$ cat config.mk
export PLATFORM = sky130hd
export DESIGN_NAME = gpio_sync_pixel_port
export DESIGN_NICKNAME = d
export VERILOG_FILES = /design/src/hw/gpio_pixel_pkg.sv /design/src/hw/gpio_sync_pixel_port.sv /design/src/hw/range_clamp.sv
export SDC_FILE = /design/constraint.sdc
export NUM_CORES = 1
export LEC_CHECK = 0
export BUFFER_PORTS_ARGS = -buffer_cell sky130_fd_sc_hd__buf_4
export CAP_MARGIN = 20
export CORE_MARGIN = 2
export CORE_UTILIZATION = 35
export CTS_CLUSTER_DIAMETER = 150
export DETAILED_ROUTE_END_ITERATION = 7
export GPL_ROUTABILITY_DRIVEN = 1
export HOLD_SLACK_MARGIN = 0.05
export SYNTH_ARGS = -nofsm -noshare
export SYNTH_HDL_FRONTEND = slang
export SYNTH_HIERARCHICAL = 1
export SYNTH_SLANG_ARGS = --single-unit
$ cat constraint.sdc
create_clock -name mclk -period 7.5 [get_ports mclk]
set_clock_uncertainty 0.05 [all_clocks]
set_input_delay 0.75 -clock mclk [delete_from_list [all_inputs] [get_ports mclk]]
set_output_delay 0.75 -clock mclk [all_outputs]
set_load 0.05 [all_outputs]
$ cat src/hw/gpio_pixel_pkg.sv
package gpio_pixel_pkg;
  // ----------------------------------------
  // Register map
  // ----------------------------------------
  localparam logic [7:0] ADDR_CTRL = 8'h00;
  localparam logic [7:0] ADDR_HORIZ = 8'h04;
  localparam logic [7:0] ADDR_VERT = 8'h08;
  localparam logic [7:0] ADDR_PIXELS = 8'h0c;
  localparam logic [7:0] ADDR_STATUS = 8'h10;
  localparam int RANGE_BIT = 0;
  localparam int STD625_BIT = 1;
  localparam int MODE_LSB = 10;
  localparam int ACTIVE_LSB = 16;
  localparam int FIELD_BIT = 16;
  localparam int FRAME_BIT = 17;
  localparam int VSLOW_BIT = 18;
  localparam logic [2:0] MODE_NORMAL = 3'h0;
  localparam logic [2:0] MODE_PIXEL_OUT = 3'h2;
  localparam logic [2:0] MODE_PIXEL_IN = 3'h4;
  localparam logic [1:0] RESP_OKAY = 2'h0;
  localparam logic [1:0] RESP_SLVERR = 2'h2;
  // ----------------------------------------
  // Reset values
  // ----------------------------------------
  localparam logic [9:0] HORIZ_DELAY_RST = 10'h078;
  localparam logic [9:0] HORIZ_ACTIVE_RST = 10'h280;
  localparam logic [9:0] VERT_DELAY_RST = 10'h016;
  localparam logic [9:0] VERT_ACTIVE_RST = 10'h0f0;
  localparam logic [10:0] PIXELS_RST = 11'h38c;
  // ----------------------------------------
  // Video timing
  // ----------------------------------------
  localparam logic [9:0] LINES_525 = 10'h20d;
  localparam logic [9:0] LINES_625 = 10'h271;
  localparam logic [9:0] EVEN_LINE_525 = 10'h107;
  localparam logic [9:0] EVEN_LINE_625 = 10'h139;
  localparam logic [10:0] LINE_START_CLOCKS = 11'h040;
  localparam logic [10:0] ODD_FIELD_LAG = 11'h002;
  localparam logic [2:0] FIELD_START_LINES = 3'h6;
  localparam logic [7:0] LUMA_MIN = 8'h10;
  localparam logic [7:0] LUMA_MAX = 8'heb;
  localparam logic [7:0] CHROMA_MIN = 8'h10;
  localparam logic [7:0] CHROMA_MAX = 8'hf0;
endpackage

$ cat src/hw/gpio_sync_pixel_port.sv
`timescale 1ns/1ps
// Function
// - Copy decoder output, normal path untouched
// - Drive port clock at pixel rate
// - Range bit 0 set lifts the studio range limits
// - Line start low 64 clocks, bit 23
// - Field start low, bit 22, six lines
// - Odd field start two clocks after line
// - Even field start mid-line, line 263/313
// - Line active on bit 21, programmable
// - Pixel valid on bit 20, independent
// - Blue phase on bit 19, held invalid
// - Field parity bit 18, changes at active end
// - Frame active on bit 17, programmable
// - Blanking interval bit 16 ends at delay
// - Luma bits 15:8, chroma bits 7:0
// - Outputs change on port clock falling edge
// - Mode affects whole port, resets normal
module gpio_sync_pixel_port (
  input wire logic mclk,
  input wire logic rst_n,
  input wire logic [7:0] awaddr,
  input wire logic awvalid,
  output logic awready,
  input wire logic [31:0] wdata,
  input wire logic [3:0] wstrb,
  input wire logic wvalid,
  output logic wready,
  output logic [1:0] bresp,
  output logic bvalid,
  input wire logic bready,
  input wire logic [7:0] araddr,
  input wire logic arvalid,
  output logic arready,
  output logic [31:0] rdata,
  output logic [1:0] rresp,
  output logic rvalid,
  input wire logic rready,
  input wire logic pixelRateClock,
  input wire logic [7:0] vidLuma,
  input wire logic [7:0] vidChroma,
  input wire logic vidValid,
  input wire logic vidBlue,
  output logic [23:0] gpioOut,
  output logic [23:0] gpioOe,
  output logic portClock,
  output logic portClockOe
);
  typedef struct packed {
    logic clkSync1;
    logic clkSync2;
    logic clkSync3;
    logic [2:0] mode;
    logic rangeOff;
    logic std625;
    logic [9:0] horiz_delay_setting;
    logic [9:0] line_active_flag;
    logic [9:0] vert_delay_setting;
    logic [9:0] frame_active_flag;
    logic [10:0] linePixels;
    logic awHeld;
    logic [7:0] awAddr;
    logic wHeld;
    logic [31:0] wData;
    logic [3:0] wStrb;
    logic bvalid;
    logic [1:0] bresp;
    logic rvalid;
    logic [31:0] rdata;
    logic [1:0] rresp;
    logic [10:0] hCount;
    logic [9:0] lineNum;
    logic field;
    logic vsLow;
    logic [2:0] vsCnt;
    logic [10:0] vsStartH;
    logic [7:0] luma;
    logic [7:0] chroma;
    logic valid;
    logic blue;
    logic [23:0] pinOut;
  } state_type;

  state_type q;
  state_type next_q;
  logic rise;
  logic fall;
  logic outMode;
  logic [7:0] lumaLim;
  logic [7:0] chromaLim;
  logic [9:0] evenLine;
  logic [9:0] totalLines;
  logic evenHalf;
  logic [9:0] lif;
  logic [10:0] hEnd;
  logic [9:0] vEnd;
  logic [10:0] halfPlus;
  logic lineAct;
  logic frameAct;
  logic vbi;
  logic startOdd;
  logic startEven;
  logic [31:0] ctrlWord;
  logic [31:0] horizWord;
  logic [31:0] vertWord;
  logic [31:0] pixelsWord;
  logic [31:0] statusWord;

  function automatic logic [31:0] merge(input logic [31:0] old, input logic [31:0] upd,
                                        input logic [3:0] strb);
    logic [31:0] res;
    res = old;
    for (int i = 0; i < 4; i++) begin
      if (strb[i]) begin
        res[i*8 +: 8] = upd[i*8 +: 8];
      end
    end
    return res;
  endfunction

  // ----------------------------------------
  // Pixel clock edges and timing decode
  // ----------------------------------------
  assign rise = q.clkSync2 & ~q.clkSync3;
  assign fall = ~q.clkSync2 & q.clkSync3;
  assign outMode = q.mode == gpio_pixel_pkg::MODE_PIXEL_OUT;
  assign evenLine = q.std625 ? gpio_pixel_pkg::EVEN_LINE_625 : gpio_pixel_pkg::EVEN_LINE_525;
  assign totalLines = q.std625 ? gpio_pixel_pkg::LINES_625 : gpio_pixel_pkg::LINES_525;
  assign evenHalf = q.lineNum >= evenLine;
  assign lif = evenHalf ? q.lineNum - evenLine : q.lineNum - 10'h1;
  assign hEnd = {1'b0, q.horiz_delay_setting} + {1'b0, q.line_active_flag};
  assign vEnd = q.vert_delay_setting + q.frame_active_flag;
  assign halfPlus = {1'b0, q.linePixels[10:1]} + 11'h1;
  assign lineAct = q.hCount >= {1'b0, q.horiz_delay_setting} && q.hCount < hEnd;
  assign frameAct = lif >= q.vert_delay_setting && lif < vEnd;
  assign vbi = lif < q.vert_delay_setting;
  assign startOdd = q.lineNum == 10'h1 && q.hCount == gpio_pixel_pkg::ODD_FIELD_LAG;
  assign startEven = q.lineNum == evenLine && q.hCount == halfPlus;

  // Decoder samples are only read, so the normal video path sees no load
  range_clamp #(
    .LOW(gpio_pixel_pkg::LUMA_MIN),
    .HIGH(gpio_pixel_pkg::LUMA_MAX)
  ) lumaClamp (
    .enable(~q.rangeOff),
    .sample(vidLuma),
    .limited(lumaLim)
  );
  range_clamp #(
    .LOW(gpio_pixel_pkg::CHROMA_MIN),
    .HIGH(gpio_pixel_pkg::CHROMA_MAX)
  ) chromaClamp (
    .enable(~q.rangeOff),
    .sample(vidChroma),
    .limited(chromaLim)
  );

  // ----------------------------------------
  // Register images
  // ----------------------------------------
  always_comb begin
    ctrlWord = 32'h0;
    ctrlWord[gpio_pixel_pkg::RANGE_BIT] = q.rangeOff;
    ctrlWord[gpio_pixel_pkg::STD625_BIT] = q.std625;
    ctrlWord[gpio_pixel_pkg::MODE_LSB +: 3] = q.mode;
    horizWord = 32'h0;
    horizWord[9:0] = q.horiz_delay_setting;
    horizWord[gpio_pixel_pkg::ACTIVE_LSB +: 10] = q.line_active_flag;
    vertWord = 32'h0;
    vertWord[9:0] = q.vert_delay_setting;
    vertWord[gpio_pixel_pkg::ACTIVE_LSB +: 10] = q.frame_active_flag;
    pixelsWord = {21'h0, q.linePixels};
    statusWord = 32'h0;
    statusWord[9:0] = q.lineNum;
    statusWord[gpio_pixel_pkg::FIELD_BIT] = q.field;
    statusWord[gpio_pixel_pkg::FRAME_BIT] = frameAct;
    statusWord[gpio_pixel_pkg::VSLOW_BIT] = q.vsLow;
  end

  // ----------------------------------------
  // Next state
  // ----------------------------------------
  always_comb begin
    logic [31:0] w;
    w = 32'h0;
    next_q = q;
    next_q.clkSync1 = pixelRateClock;
    next_q.clkSync2 = q.clkSync1;
    next_q.clkSync3 = q.clkSync2;
    // Address and data may arrive in either order
    if (awvalid && awready) begin
      next_q.awHeld = 1'b1;
      next_q.awAddr = awaddr;
    end
    if (wvalid && wready) begin
      next_q.wHeld = 1'b1;
      next_q.wData = wdata;
      next_q.wStrb = wstrb;
    end
    if (q.bvalid && bready) begin
      next_q.bvalid = 1'b0;
    end
    if (q.awHeld && q.wHeld) begin
      next_q.awHeld = 1'b0;
      next_q.wHeld = 1'b0;
      next_q.bvalid = 1'b1;
      next_q.bresp = gpio_pixel_pkg::RESP_OKAY;
      if (q.awAddr == gpio_pixel_pkg::ADDR_CTRL) begin
        w = merge(ctrlWord, q.wData, q.wStrb);
        next_q.rangeOff = w[gpio_pixel_pkg::RANGE_BIT];
        next_q.std625 = w[gpio_pixel_pkg::STD625_BIT];
        next_q.mode = w[gpio_pixel_pkg::MODE_LSB +: 3];
      end else if (q.awAddr == gpio_pixel_pkg::ADDR_HORIZ) begin
        w = merge(horizWord, q.wData, q.wStrb);
        next_q.horiz_delay_setting = w[9:0];
        next_q.line_active_flag = w[gpio_pixel_pkg::ACTIVE_LSB +: 10];
      end else if (q.awAddr == gpio_pixel_pkg::ADDR_VERT) begin
        w = merge(vertWord, q.wData, q.wStrb);
        next_q.vert_delay_setting = w[9:0];
        next_q.frame_active_flag = w[gpio_pixel_pkg::ACTIVE_LSB +: 10];
      end else if (q.awAddr == gpio_pixel_pkg::ADDR_PIXELS) begin
        w = merge(pixelsWord, q.wData, q.wStrb);
        next_q.linePixels = w[10:0];
      end else if (q.awAddr != gpio_pixel_pkg::ADDR_STATUS) begin
        next_q.bresp = gpio_pixel_pkg::RESP_SLVERR;
      end
    end
    if (q.rvalid && rready) begin
      next_q.rvalid = 1'b0;
    end
    if (arvalid && arready) begin
      next_q.rvalid = 1'b1;
      next_q.rresp = gpio_pixel_pkg::RESP_OKAY;
      if (araddr == gpio_pixel_pkg::ADDR_CTRL) begin
        next_q.rdata = ctrlWord;
      end else if (araddr == gpio_pixel_pkg::ADDR_HORIZ) begin
        next_q.rdata = horizWord;
      end else if (araddr == gpio_pixel_pkg::ADDR_VERT) begin
        next_q.rdata = vertWord;
      end else if (araddr == gpio_pixel_pkg::ADDR_PIXELS) begin
        next_q.rdata = pixelsWord;
      end else if (araddr == gpio_pixel_pkg::ADDR_STATUS) begin
        next_q.rdata = statusWord;
      end else begin
        next_q.rdata = 32'h0;
        next_q.rresp = gpio_pixel_pkg::RESP_SLVERR;
      end
    end
    // Counters and samples advance on the pixel clock rising edge
    if (rise) begin
      // Wrap on >= so a shorter line length or line count takes hold at once
      if (q.hCount >= q.linePixels - 11'h1) begin
        next_q.hCount = 11'h0;
        next_q.lineNum = (q.lineNum >= totalLines) ? 10'h1 : q.lineNum + 10'h1;
      end else begin
        next_q.hCount = q.hCount + 11'h1;
      end
      next_q.luma = lumaLim;
      next_q.chroma = chromaLim;
      next_q.valid = vidValid;
      if (vidValid) begin
        next_q.blue = vidBlue;
      end
    end
    // Pins move half a pixel later, on the falling edge
    if (fall) begin
      if (startOdd || startEven) begin
        next_q.vsLow = 1'b1;
        next_q.vsCnt = 3'h0;
        next_q.vsStartH = q.hCount;
      end else if (q.vsLow && q.hCount == q.vsStartH) begin
        if (q.vsCnt == gpio_pixel_pkg::FIELD_START_LINES - 3'h1) begin
          next_q.vsLow = 1'b0;
        end else begin
          next_q.vsCnt = q.vsCnt + 3'h1;
        end
      end
      if (q.hCount == hEnd && lif == vEnd - 10'h1) begin
        next_q.field = evenHalf;
      end
      next_q.pinOut = {q.hCount >= gpio_pixel_pkg::LINE_START_CLOCKS,
                       ~next_q.vsLow, lineAct, q.valid, q.blue, next_q.field,
                       frameAct, vbi, q.luma, q.chroma};
    end
  end

  always_ff @(posedge mclk or negedge rst_n) begin
    if (!rst_n) begin
      q <= '0;
      q.mode <= gpio_pixel_pkg::MODE_NORMAL;
      q.horiz_delay_setting <= gpio_pixel_pkg::HORIZ_DELAY_RST;
      q.line_active_flag <= gpio_pixel_pkg::HORIZ_ACTIVE_RST;
      q.vert_delay_setting <= gpio_pixel_pkg::VERT_DELAY_RST;
      q.frame_active_flag <= gpio_pixel_pkg::VERT_ACTIVE_RST;
      q.linePixels <= gpio_pixel_pkg::PIXELS_RST;
      // Line 0, one short of count zero: the first pixel opens line 1 with a real line-start edge
      q.hCount <= 11'h7ff;
      q.pinOut <= 24'hc00000;
    end else begin
      q <= next_q;
    end
  end

  // ----------------------------------------
  // Outputs
  // ----------------------------------------
  assign awready = ~q.awHeld & ~q.bvalid;
  assign wready = ~q.wHeld & ~q.bvalid;
  assign bvalid = q.bvalid;
  assign bresp = q.bresp;
  assign arready = ~q.rvalid;
  assign rvalid = q.rvalid;
  assign rdata = q.rdata;
  assign rresp = q.rresp;
  assign gpioOut = q.pinOut;
  assign gpioOe = {24{outMode}};
  assign portClock = q.clkSync3;
  assign portClockOe = outMode;

  // ----------------------------------------
  // Checks
  // ----------------------------------------
  a_line_start_pos: assert property (@(posedge mclk) disable iff (!rst_n)
    $fell(gpioOut[23]) |-> q.hCount == 11'h0)
    else $error("line start fell away from count zero");
  a_odd_field_lag: assert property (@(posedge mclk) disable iff (!rst_n)
    $fell(gpioOut[22]) && q.lineNum == 10'h1 |-> q.hCount == 11'h2)
    else $error("odd field start not two clocks after line start");
  a_even_field_mid: assert property (@(posedge mclk) disable iff (!rst_n)
    $fell(gpioOut[22]) && q.lineNum != 10'h1 |-> q.lineNum == evenLine && q.hCount == halfPlus)
    else $error("even field start misplaced");
  a_line_active_start: assert property (@(posedge mclk) disable iff (!rst_n)
    $rose(gpioOut[21]) |-> q.hCount == {1'b0, q.horiz_delay_setting})
    else $error("line active rose off the delay");
  a_blue_hold: assert property (@(posedge mclk) disable iff (!rst_n)
    rise && !vidValid |=> $stable(q.blue))
    else $error("blue phase changed on invalid pixel");
  a_field_parity_edge: assert property (@(posedge mclk) disable iff (!rst_n)
    $changed(q.field) |-> q.hCount == hEnd && !gpioOut[21])
    else $error("field parity changed away from active end");
  a_vbi_frame_split: assert property (@(posedge mclk) disable iff (!rst_n)
    gpioOut[17] |-> !gpioOut[16])
    else $error("blanking flag overlaps frame active");
  a_luma_range: assert property (@(posedge mclk) disable iff (!rst_n)
    $changed(gpioOut[15:8]) && !q.rangeOff && !$past(q.rangeOff, 24)
      |-> gpioOut[15:8] >= 8'h10 && gpioOut[15:8] <= 8'heb)
    else $error("luma outside studio range");
  a_change_on_fall: assert property (@(posedge mclk) disable iff (!rst_n)
    $changed(gpioOut) |-> $fell(portClock) && $past(fall))
    else $error("pins changed off the falling port clock");
  a_pins_released: assert property (@(posedge mclk) disable iff (!rst_n)
    q.mode != gpio_pixel_pkg::MODE_PIXEL_OUT |-> gpioOe == 24'h0 && !portClockOe)
    else $error("pins driven outside pixel output mode");
endmodule

$ cat src/hw/range_clamp.sv
`timescale 1ns/1ps
module range_clamp #(
  parameter logic [7:0] LOW = 8'h10,
  parameter logic [7:0] HIGH = 8'heb
) (
  input wire logic enable,
  input wire logic [7:0] sample,
  output logic [7:0] limited
);
  // ----------------------------------------
  // Studio range limiter
  // ----------------------------------------
  always_comb begin
    limited = sample;
    if (enable && sample < LOW) begin
      limited = LOW;
    end else if (enable && sample > HIGH) begin
      limited = HIGH;
    end
  end
endmodule

Yosys cells after proc, flatten, opt, wreduce, memory -nomap -nowiden
Index checks and enable logic that the tools add are counted.

cells by class
  reductions and logical operators = 39
  add/subtract/negate cells = 10
  bitwise logic cells = 15
  equality and inequality tests = 19
  multiplexer cells = 38
  order comparisons = 13

operators with widths
  kind                     count
  $mux W26                 3
  $mux W19                 2
  $mux W37                 1
  $mux W35                 1
  $eq A11 B11 Y1           3
  $eq A8 B4 Y1 const B     4
  $mux W8                  4
  $ge A10 B10 Y1           2
  $lt A10 B10 Y1           2
  $mux W10                 2
  $mux W2                  10
  $reduce_and A5 Y1        4
  $sub A10 B1 Y10 const B  2
  $eq A8 B3 Y1 const B     2
  $gt A8 B8 Y1 const B     2
  $logic_and A1 B1 Y1      16
  $logic_not A8 Y1         2
  $lt A8 B5 Y1 const B     2
  $reduce_and A4 Y1        4
  $mux W4                  3
  $reduce_and A6 Y1        2
  $add A10 B1 Y11 const B  1
  $add A10 B10 Y11         1
  $add A11 B1 Y11 const B  1
  other kinds (32)         58

word-level totals
  bits in registers = 222
  output and inout port bits = 91
  logic and storage cells = 171

Depth between registers and ports, before layout
Gate-level depths: netlist of the first run.

  depth after elaboration = 11
  mapped depth = 19
  gate-level depth less buffers = 19

Cells and area by module
Netlist of the first run, hierarchy kept.

modules (own cells, without submodules)
  module                     area an instance (um2)  sequential area each (um2)  times used  cells an instance
  gpio_sync_pixel_port       12535.8                 5068.6                      1           1242
  range_clamp (lumaClamp)    107.6                   0.0                         1           17
  range_clamp (chromaClamp)  77.6                    0.0                         1           12

Worst setup path after synthesis of the first run
Ideal clock, no wire load.

  path type = register -> output
  start = register q, in the netlist ctrlWord[12]
  end = output gpioOe[0]
  stages on the path, launching flop included = 3
  slack = 3.389 ns
  arrival = 3.311 ns
  data required time = 6.700 ns
  path through = dfrtp_1 > nor3b_1 > buf_4

on the way
  word-level cells in the longest chain between the ends = 1

RTL lines
  element                   RTL line                     RTL
  start: declaration        gpio_sync_pixel_port.sv:84   state_type q;
  start signal: assignment  gpio_sync_pixel_port.sv:300  q <= next_q;
  $eq A3 B2 Y1              gpio_sync_pixel_port.sv:126  assign outMode = q.mode == gpio_pixel_pkg::MODE_PIXEL_OUT;
  end: declaration          gpio_sync_pixel_port.sv:45   output logic [23:0] gpioOe,

No other way between the ends.

Worst setup path after layout of the first run
  start = register q, in the netlist horizWord[0]
  end = register q, in the netlist gpioOut[18]

on the way
  word-level cells in the longest chain between the ends = 4

RTL lines
  element              RTL line                     RTL
  $add A10 B10 Y11     gpio_sync_pixel_port.sv:131  assign hEnd = {1'b0, q.horiz_delay_setting} + {1'b0, q.line_active_flag};
  $eq A11 B11 Y1       gpio_sync_pixel_port.sv:278  if (q.hCount == hEnd && lif == vEnd - 10'h1) begin
  $logic_and A1 B1 Y1  gpio_sync_pixel_port.sv:278
  $mux W1              gpio_sync_pixel_port.sv:278

No other way between the ends.
A chain may end at the register's enable or synchronous reset.

==> results of run 1 <==
cell usage after synthesis, types with 6 or more instances:
cell                       instances  share of area [%]
sky130_fd_sc_hd__a21oi_1          45                1.8
sky130_fd_sc_hd__o21bai_1          7               0.41
sky130_fd_sc_hd__buf_4            84                5.0
sky130_fd_sc_hd__nor4_1            6               0.30
sky130_fd_sc_hd__xnor2_1          46                3.2
sky130_fd_sc_hd__nor2b_1           8               0.39
sky130_fd_sc_hd__and3_1           12               0.59
sky130_fd_sc_hd__o21ai_0          52                2.0
sky130_fd_sc_hd__and2_1           11               0.54
sky130_fd_sc_hd__nand4_1          16               0.79
sky130_fd_sc_hd__a22oi_1           8               0.47
sky130_fd_sc_hd__a21o_1           26                1.5
sky130_fd_sc_hd__mux2_2          123                 11
sky130_fd_sc_hd__a211oi_1          8               0.47
sky130_fd_sc_hd__nor2_1           50                1.5
sky130_fd_sc_hd__a222oi_1         10               0.79
sky130_fd_sc_hd__nand3b_1          6               0.35
sky130_fd_sc_hd__nor3_1           22               0.87
sky130_fd_sc_hd__nand3_1          22               0.87
sky130_fd_sc_hd__dfstp_2          31                6.4
sky130_fd_sc_hd__o21a_1           15               0.89
sky130_fd_sc_hd__clkbuf_1         51                1.5
sky130_fd_sc_hd__ha_1             91                9.0
sky130_fd_sc_hd__inv_1            55                1.6
sky130_fd_sc_hd__xor2_1           27                1.9
sky130_fd_sc_hd__a22o_1            9               0.62
sky130_fd_sc_hd__nand2_1         136                4.0
sky130_fd_sc_hd__dfrtp_1         170                 33
sky130_fd_sc_hd__o31ai_1          10               0.59
sky130_fd_sc_hd__mux2i_1           7               0.55
sky130_fd_sc_hd__nand2b_1         15               0.74
sky130_fd_sc_hd__nor3b_1           7               0.41
power by group:
group          internal [mW]  switching (mW)  leakage, nW
clock network          0.744           0.485        0.412
registers               1.29           0.236         2.54
logic                  0.508           0.636         3.83
total                   2.55            1.36         6.77
layer usage:
layer / track usage [%] / vias up / share of wire, %
met1: 22.7 / 4606 / 45
met2: 28.6 / 215 / 48
li1: - / 4490 / -
met5: 0 / - / 0
met4: 4.62 / 0 / 2.0
met3: 3.00 / 43 / 5.2
how the worst max path moves through the flow:
stage | start | to
CTS | horizWord[0] | gpioOut[18]
finish | horizWord[0] | gpioOut[18]
floorplan | ctrlWord[12] | gpioOe[0]
global placement | horizWord[0] | gpioOut[18]
global route | horizWord[0] | gpioOut[18]
detailed placement | horizWord[0] | gpioOut[18]
critical path, cell delays in order, from the launching register on:
cell and delay [ns]:
sky130_fd_sc_hd__dfrtp_1 0.42, sky130_fd_sc_hd__ha_1 0.24, sky130_fd_sc_hd__fa_1 0.41, sky130_fd_sc_hd__a21o_1 0.18, sky130_fd_sc_hd__a21oi_1 0.23, sky130_fd_sc_hd__o21bai_1 0.10
sky130_fd_sc_hd__a21oi_1 0.22, sky130_fd_sc_hd__nor2b_1 0.07, sky130_fd_sc_hd__o21a_1 0.17, sky130_fd_sc_hd__o21ai_0 0.20, sky130_fd_sc_hd__nand2b_1 0.08, sky130_fd_sc_hd__a21oi_1 0.17
sky130_fd_sc_hd__ha_1 0.16, sky130_fd_sc_hd__nand4_1 0.18, sky130_fd_sc_hd__nor4_1 0.62, sky130_fd_sc_hd__o21ai_0 0.18, sky130_fd_sc_hd__nor3_1 0.17, sky130_fd_sc_hd__nand4_1 0.18
sky130_fd_sc_hd__a2111oi_4 0.22, sky130_fd_sc_hd__mux2_1 0.35
sequential cells by signal (all words and copies together), names as in the netlist:
| register | cells |
|---|---|
| rresp | 1 |
| bresp | 1 |
| gpioOut | 24 |
| bvalid | 1 |
| pixelsWord | 11 |
| q | 111 |
| portClock | 1 |
| next_q | 2 |
| ctrlWord | 5 |
| rdata | 23 |
| horizWord | 20 |
| rvalid | 1 |
metrics by stage:
step,power (mW),area [sq um]
2_1_floorplan,2.39,12800
3_3_place_gp,2.66,13700
3_5_place_dp,2.70,13700
4_1_cts,3.95,14500
5_1_grt,4.13,14500
6_report,3.90,14500
kinds of logic after synthesis:
group	after synthesis	synth area share, %
xor+xnor	73	5.03
fa+ha+maj	94	9.42
compound gates	232	12.5
flops	201	39.8
simple gates	338	13.2
other cells	1	0.0295
buf+inv	201	8.52
mux	131	11.5
cells in the final DEF, fill, tap and decap left out, types with 9 or more instances in the layout:
cell	count
sky130_fd_sc_hd__inv_1	55
sky130_fd_sc_hd__and3_1	12
sky130_fd_sc_hd__nand2b_1	15
sky130_fd_sc_hd__ha_1	91
sky130_fd_sc_hd__a22o_1	9
sky130_fd_sc_hd__nor2_1	50
sky130_fd_sc_hd__and2_1	11
sky130_fd_sc_hd__nand4_1	16
sky130_fd_sc_hd__nor3_1	21
sky130_fd_sc_hd__a21o_1	26
sky130_fd_sc_hd__conb_1	11
sky130_fd_sc_hd__dfrtp_1	170
sky130_fd_sc_hd__xnor2_1	46
sky130_fd_sc_hd__a222oi_1	10
sky130_fd_sc_hd__xor2_1	27
sky130_fd_sc_hd__nand3_1	22
sky130_fd_sc_hd__a21oi_1	45
sky130_fd_sc_hd__dfstp_2	31
sky130_fd_sc_hd__clkbuf_16	24
sky130_fd_sc_hd__o21a_1	15
sky130_fd_sc_hd__o31ai_1	10
sky130_fd_sc_hd__o21ai_0	52
sky130_fd_sc_hd__nand2_1	136
sky130_fd_sc_hd__mux2_2	123
sky130_fd_sc_hd__buf_4	157
final cells by class:
cell class              count  area (sq um)  share of cell area, %
clock inverters            13           164                   1.13
flip-flops and latches    201          5070                   34.9
inverters                  55           206                   1.42
clock buffers              31           677                   4.66
well taps                 461           577                   3.97
repair buffers            159          1200                   8.29
multi-input cells         879          6620                   45.6
==> out/summary.txt, run 1 <==
PWR
---------------------------------------------------------------------------------
Static leakage                                                            6.77 nW
Peak supply drop                                                         0.177 mV
Power Density                                                         269 nW/um^2

SYNTH
---------------------------------------------------------------------------------
Flip-flop cell with the highest count after synthesis                sky130_fd_sc_hd__dfrtp_1
Synth Instances                                                              1271
Sequential share of the synthesized area                                    39.8%
Count of state elements after synthesis                                       201
Netlist cell types                                                             77
Mapped Area                                                           12700 sq um
Fraction of synthesis flops using an asynchronous set or reset pin           100%
Post-synthesis average cell area                                       10.0 sq um
Synthesis Warnings                                                              6
EDFF count, synth                                                               0

DRT
---------------------------------------------------------------------------------
Drt first-iter violations                                                     665
Via/cell ratio                                                               5.20
Post-route DRC                                                                  0
Post-route ant nets                                                             0
Pre-antenna DRT Iters                                                           5
WL final                                                                 32400 um
Via Count                                                                    9354
Routed wire length per instance                                           18.0 um

SETUP PATH
---------------------------------------------------------------------------------
Largest fanout of any net on the critical path                                  4
Category of the worst setup path launch point                            register
Critical setup path kind                                             register to register
Reg-to-Reg End                                                        gpioOut[18]
Endpoint arrival time on the critical path                                5.07 ns
Worst R2R Setup Slack                                                     2.80 ns
Required time at the worst-slack endpoint                                 7.87 ns
Category of the worst setup path capture point                           register
Worst flop-to-flop path startpoint                                   horizWord[0]
Depth of the most critical reg-to-reg path                                     19

FLOORPLAN
---------------------------------------------------------------------------------
Starting Density                                                            35.7%
Total core area                                                       35700 sq um
Die X                                                                      195 um
Chip height                                                                195 um
Cell row count                                                                 69
Total Die Area                                                        37900 sq um
Number of top-level pins                                                      169

FINAL LAYOUT
---------------------------------------------------------------------------------
Share of post-route cells with drive strength above 1                       28.0%
Filler instances                                                             3422
Layout overhead on the synthesized area                                     14.1%
Final cell count without fillers                                             1799
Number of nets in the layout                                                 1492
Final core occ                                                              40.7%
Antenna diode count                                                             0

CTS
---------------------------------------------------------------------------------
Count of cells resized by post-cts repair                                       0
Clock network latency to the later pin of the worst-skew pair             0.53 ns
Post CTS Setup Buffer Count                                                     0
Clock transition at path regs                                             0.06 ns
CTS H-Tree Depth                                                                1
Hold Buf Count CTS                                                              0
Clock tree from TritonCTS                                                     yes
TritonCTS sink count                                                          201
CTS max path bufs                                                               3
Cell chosen for the clock root                                       sky130_fd_sc_hd__clkbuf_16
Cts bufs inserted                                                              24

GRT
---------------------------------------------------------------------------------
Initial antenna violation count                                                 0
Global-route usage over all layers                                          17.0%
Largest net degree at the start of global routing                              79
Global-route wire length before repair                                   51800 um
Overflow left after global routing                                              0
Number of global-route vias before repair                                    9378

PLACE
---------------------------------------------------------------------------------
Cell count after placement                                                   1754
Placer congestion estimate                                                  0.856
HPWL after detailed placement                                            23900 um
Worst slack at placement                                                  2.91 ns
IO Port Bufs                                                                  148

STA
---------------------------------------------------------------------------------
Unrepaired setup endpoints after global routing                             false
Clock period minus worst slack                                            4.70 ns
Worst hold slack after final layout                                      0.212 ns
Final Max Tran Viols                                                            0
Post-layout worst setup margin                                            2.80 ns
Setup TNS                                                                    0 ns
Hold violation count in the final report                                        0
Share of the clock period used by the worst path                            62.7%
Max Clock Freq                                                            213 MHz
Relative slew margins                                                       28.6%
Worst-Margin Slew                                                         1.06 ns
# setup viols final                                                             0

JOB
---------------------------------------------------------------------------------
Count of maximum capacitance violations                                         0

OUTCOME
---------------------------------------------------------------------------------
Status                                                               complete, no violations

MIN PATH
---------------------------------------------------------------------------------
Kind of path behind the tightest hold check                          input pin to asynchronous set/reset pin

(Power assumes the default switching activity.)
==> run 2, diff against run 1 <==
==> constraint.sdc (replaced) <==
create_clock -name mclk -period 3.8 [get_ports mclk]
set_clock_uncertainty 0.05 [all_clocks]
set_input_delay 0.38 -clock mclk [delete_from_list [all_inputs] [get_ports mclk]]
set_output_delay 0.38 -clock mclk [all_outputs]
set_load 0.05 [all_outputs]
==> run 2 against run 1 <==
  * The flow now finishes with violations (negative setup slack)
  * Count of clock-buffer cells in the layout up 1
  * Maximum frequency increased by 16%
  * Combinational power rose by 110%
  * Design area up 8.9%
  * Largest power group unchanged
==> out/summary.txt, run 2 (same netlist as run 1, synthesis figures left out) <==
CTS
----------------------------------------------------------------------------------
Clock tree from TritonCTS                                                      yes   unchanged
Clock transition at path regs                                              0.07 ns   was 0.06 ns
CTS max path bufs                                                                3   unchanged
Clock network latency to the later pin of the worst-skew pair              0.53 ns   about the same
TritonCTS sink count                                                           201   unchanged
CTS H-Tree Depth                                                                 1   unchanged
Cts bufs inserted                                                               24   unchanged
Cell chosen for the clock root                                        sky130_fd_sc_hd__clkbuf_16   unchanged

FINAL LAYOUT
----------------------------------------------------------------------------------
Final cell count without fillers                                              1929   was 1799
Final core occ                                                               44.3%   was 40.7%
Layout overhead on the synthesized area                                      24.2%   was 14.1%
Number of nets in the layout                                                  1621   was 1492
Most common library cell in the layout ignoring fill and taps         sky130_fd_sc_hd__buf_4   was sky130_fd_sc_hd__dfrtp_1
Post-route cell area                                                   15800 sq um   was 14500 sq um
Commonest cells after routing, fill and taps aside                    sky130_fd_sc_hd__buf_4 (239), sky130_fd_sc_hd__dfrtp_1 (169), sky130_fd_sc_hd__nand2_1 (136)   was sky130_fd_sc_hd__dfrtp_1 (170), sky130_fd_sc_hd__buf_4 (157), sky130_fd_sc_hd__nand2_1 (136)
Top register by number of flip-flops                                             q   unchanged
Share of post-route cells with drive strength above 1                        33.5%   was 28.0%
Flip-flop count of the largest register, all copies and words added            111   unchanged

SETUP PATH
----------------------------------------------------------------------------------
Worst flop-to-flop path startpoint                                    horizWord[0]   unchanged
Series of cell instances along the critical path                      ha_2 > fa_2 > a21o_1 > a21oi_2 > o21bai_1 > a21oi_2 > nor2b_1 > o21a_1 > or3_1 > nand2_1 > ha_4 > nand4_1 > nor4_2 > buf_4 > o21ai_2 > nor3_2 > nand4_1 > a2111oi_4 > mux2_4   was ha_1 > fa_1 > a21o_1 > a21oi_1 > o21bai_1 > a21oi_1 > nor2b_1 > o21a_1 > o21ai_0 > nand2b_1 > a21oi_1 > ha_1 > nand4_1 > nor4_1 > o21ai_0 > nor3_1 > nand4_1 > a2111oi_4 > mux2_1
CP max stage cell                                                     sky130_fd_sc_hd__dfrtp_1   was sky130_fd_sc_hd__nor4_1
Last element of the critical path                                      gpioOut[18]   unchanged
Largest fanout of any net on the critical path                                   2   was 4
Endpoint arrival time on the critical path                                 4.40 ns   was 5.07 ns
Family with the most delay on the worst path                          simple AND/OR/NAND/NOR gates   was compound AO/OA/AOI/OAI gates
Category of the worst setup path capture point                            register   unchanged
Depth of the most critical reg-to-reg path                                      19   unchanged
Critical path buffers and inverters                                              1   was 0
Reg-to-Reg End                                                         gpioOut[18]   unchanged
Required time at the worst-slack endpoint                                  4.16 ns   was 7.87 ns
Category of the worst setup path launch point                             register   unchanged
Worst setup path startpoint                                           horizWord[0]   unchanged
Instance count on the critical path                                             19   unchanged
Worst R2R Setup Slack                                                     -0.24 ns   was 2.80 ns
Critical setup path kind                                              register to register   unchanged
CP peak stage delay                                                        0.39 ns   was 0.62 ns

FLOORPLAN
----------------------------------------------------------------------------------
Number of top-level pins                                                       169   unchanged
Chip height                                                                 195 um   unchanged
Total core area                                                        35700 sq um   unchanged
Cell row count                                                                  69   unchanged
Die X                                                                       195 um   unchanged
Total Die Area                                                         37900 sq um   unchanged
Starting Density                                                             35.7%   unchanged

MIN PATH
----------------------------------------------------------------------------------
Kind of path behind the tightest hold check                           input pin to register   was input pin to asynchronous set/reset pin

PLACE
----------------------------------------------------------------------------------
Cell count after placement                                                    1821   was 1754
Placer congestion estimate                                                   0.860   was 0.856
Total cell area at the placement stage                                 14200 sq um   was 13700 sq um
IO Port Bufs                                                                   148   unchanged
HPWL after detailed placement                                             25000 um   was 23900 um

PWR
----------------------------------------------------------------------------------
Static leakage                                                             7.39 nW   was 6.77 nW
Peak supply drop                                                          0.444 mV   was 0.177 mV
Power Density                                                          495 nW/um^2   was 269 nW/um^2

STA
----------------------------------------------------------------------------------
Final Max Tran Viols                                                             0   unchanged
Hold violation count in the final report                                         0   unchanged
Share of the clock period used by the worst path                              106%   was 62.7%
Post-layout worst setup margin                                           -0.244 ns   was 2.80 ns
Setup TNS                                                                -0.278 ns   was 0 ns
Relative slew margins                                                        30.5%   was 28.6%
Worst-Margin Slew                                                          1.03 ns   was 1.06 ns
Max Clock Freq                                                             247 MHz   was 213 MHz
# setup viols final                                                              3   was 0
Clock period minus worst slack                                             4.04 ns   was 4.70 ns
Unrepaired setup endpoints after global routing                               true   was false

OUTCOME
----------------------------------------------------------------------------------
Failing checks                                                        negative setup slack
Status                                                                finished with violations   was complete, no violations

DRT
----------------------------------------------------------------------------------
Via Count                                                                     9743   was 9354
Drt first-iter violations                                                      607   was 665
Routed wire length per instance                                            17.8 um   was 18.0 um
Pre-antenna DRT Iters                                                            6   was 5
Via/cell ratio                                                                5.05   was 5.20
WL final                                                                  34300 um   was 32400 um
Post-route ant nets                                                              0   unchanged
Post-route DRC                                                                   0   unchanged

GRT
----------------------------------------------------------------------------------
Global-route wire length before repair                                    54000 um   was 51800 um
Number of global-route vias before repair                                     9698   was 9378
Global-route usage over all layers                                           17.9%   was 17.0%
Initial antenna violation count                                                  1   was 0
Largest net degree at the start of global routing                               96   was 79
Overflow left after global routing                                               0   unchanged

JOB
----------------------------------------------------------------------------------
Count of maximum capacitance violations                                          0   unchanged

==> run 2: where the power goes <==
part	switching, mW	total, mW	internal [mW]	leakage [nW]
Sequential	0.446	3.00	2.55	2.53
Combinational	1.32	2.41	1.10	4.45
Clock	0.936	2.41	1.47	0.406
Total	2.70	7.82	5.12	7.39
==> run 2: how the worst min path moves through the flow <==
stage,start,to,slack (ns),cells past startpoint
final,vidLuma[6],q[40],0.07,3
after global routing,vidLuma[5],q[39],0.07,3
after CTS,vidLuma[5],q[39],0.05,3
after detailed placement,next_q[220],next_q[219],0.28,0
after global placement,next_q[220],next_q[219],0.29,0
after floorplan,rst_n,bresp[1],0.03,0
==> run 2: timing repair <==
action	CTS	global route
hold buffers	45	0
endpoints found under the setup margin	3	14
pin swaps	8	24
setup buffers	7	10
endpoints found under the hold margin	113	0
gates cloned	0	0
resized for setup	18	30
==> run 2: metal layers <==
layer  part of all wire [%]  global-route usage [%]
met1                     44                    23.7
met2                     50                    30.6
met3                    4.1                    2.20
met4                    2.3                    5.38
met5                      0                       0
==> run 2: final cells by class <==
type	count	area (sq um)
fillers	3376	19900
well taps	461	577
clock inverters	12	151
clock buffers	32	682
multi-input cells	879	6820
inverters	55	206
repair buffers	288	2290
flip-flops and latches	201	5070
diodes	1	2.50
==> run 2: tightest hold or removal path: stages <==
cell	delay (ns)
sky130_fd_sc_hd__buf_4	0.11
sky130_fd_sc_hd__nand2_1	0.05
sky130_fd_sc_hd__nand2_1	0.05
==> run 2: stage by stage <==
step	power (mW)	worst slack, ns	hold WS, ns
after global routing	8.26	-0.478	0.0693
final	7.82	-0.244	0.0710
after CTS	7.86	-0.146	0.0520
after floorplan	4.73	0.0258	0.0344
after detailed placement	5.36	-0.452	0.285
after global placement	5.31	-0.334	0.288
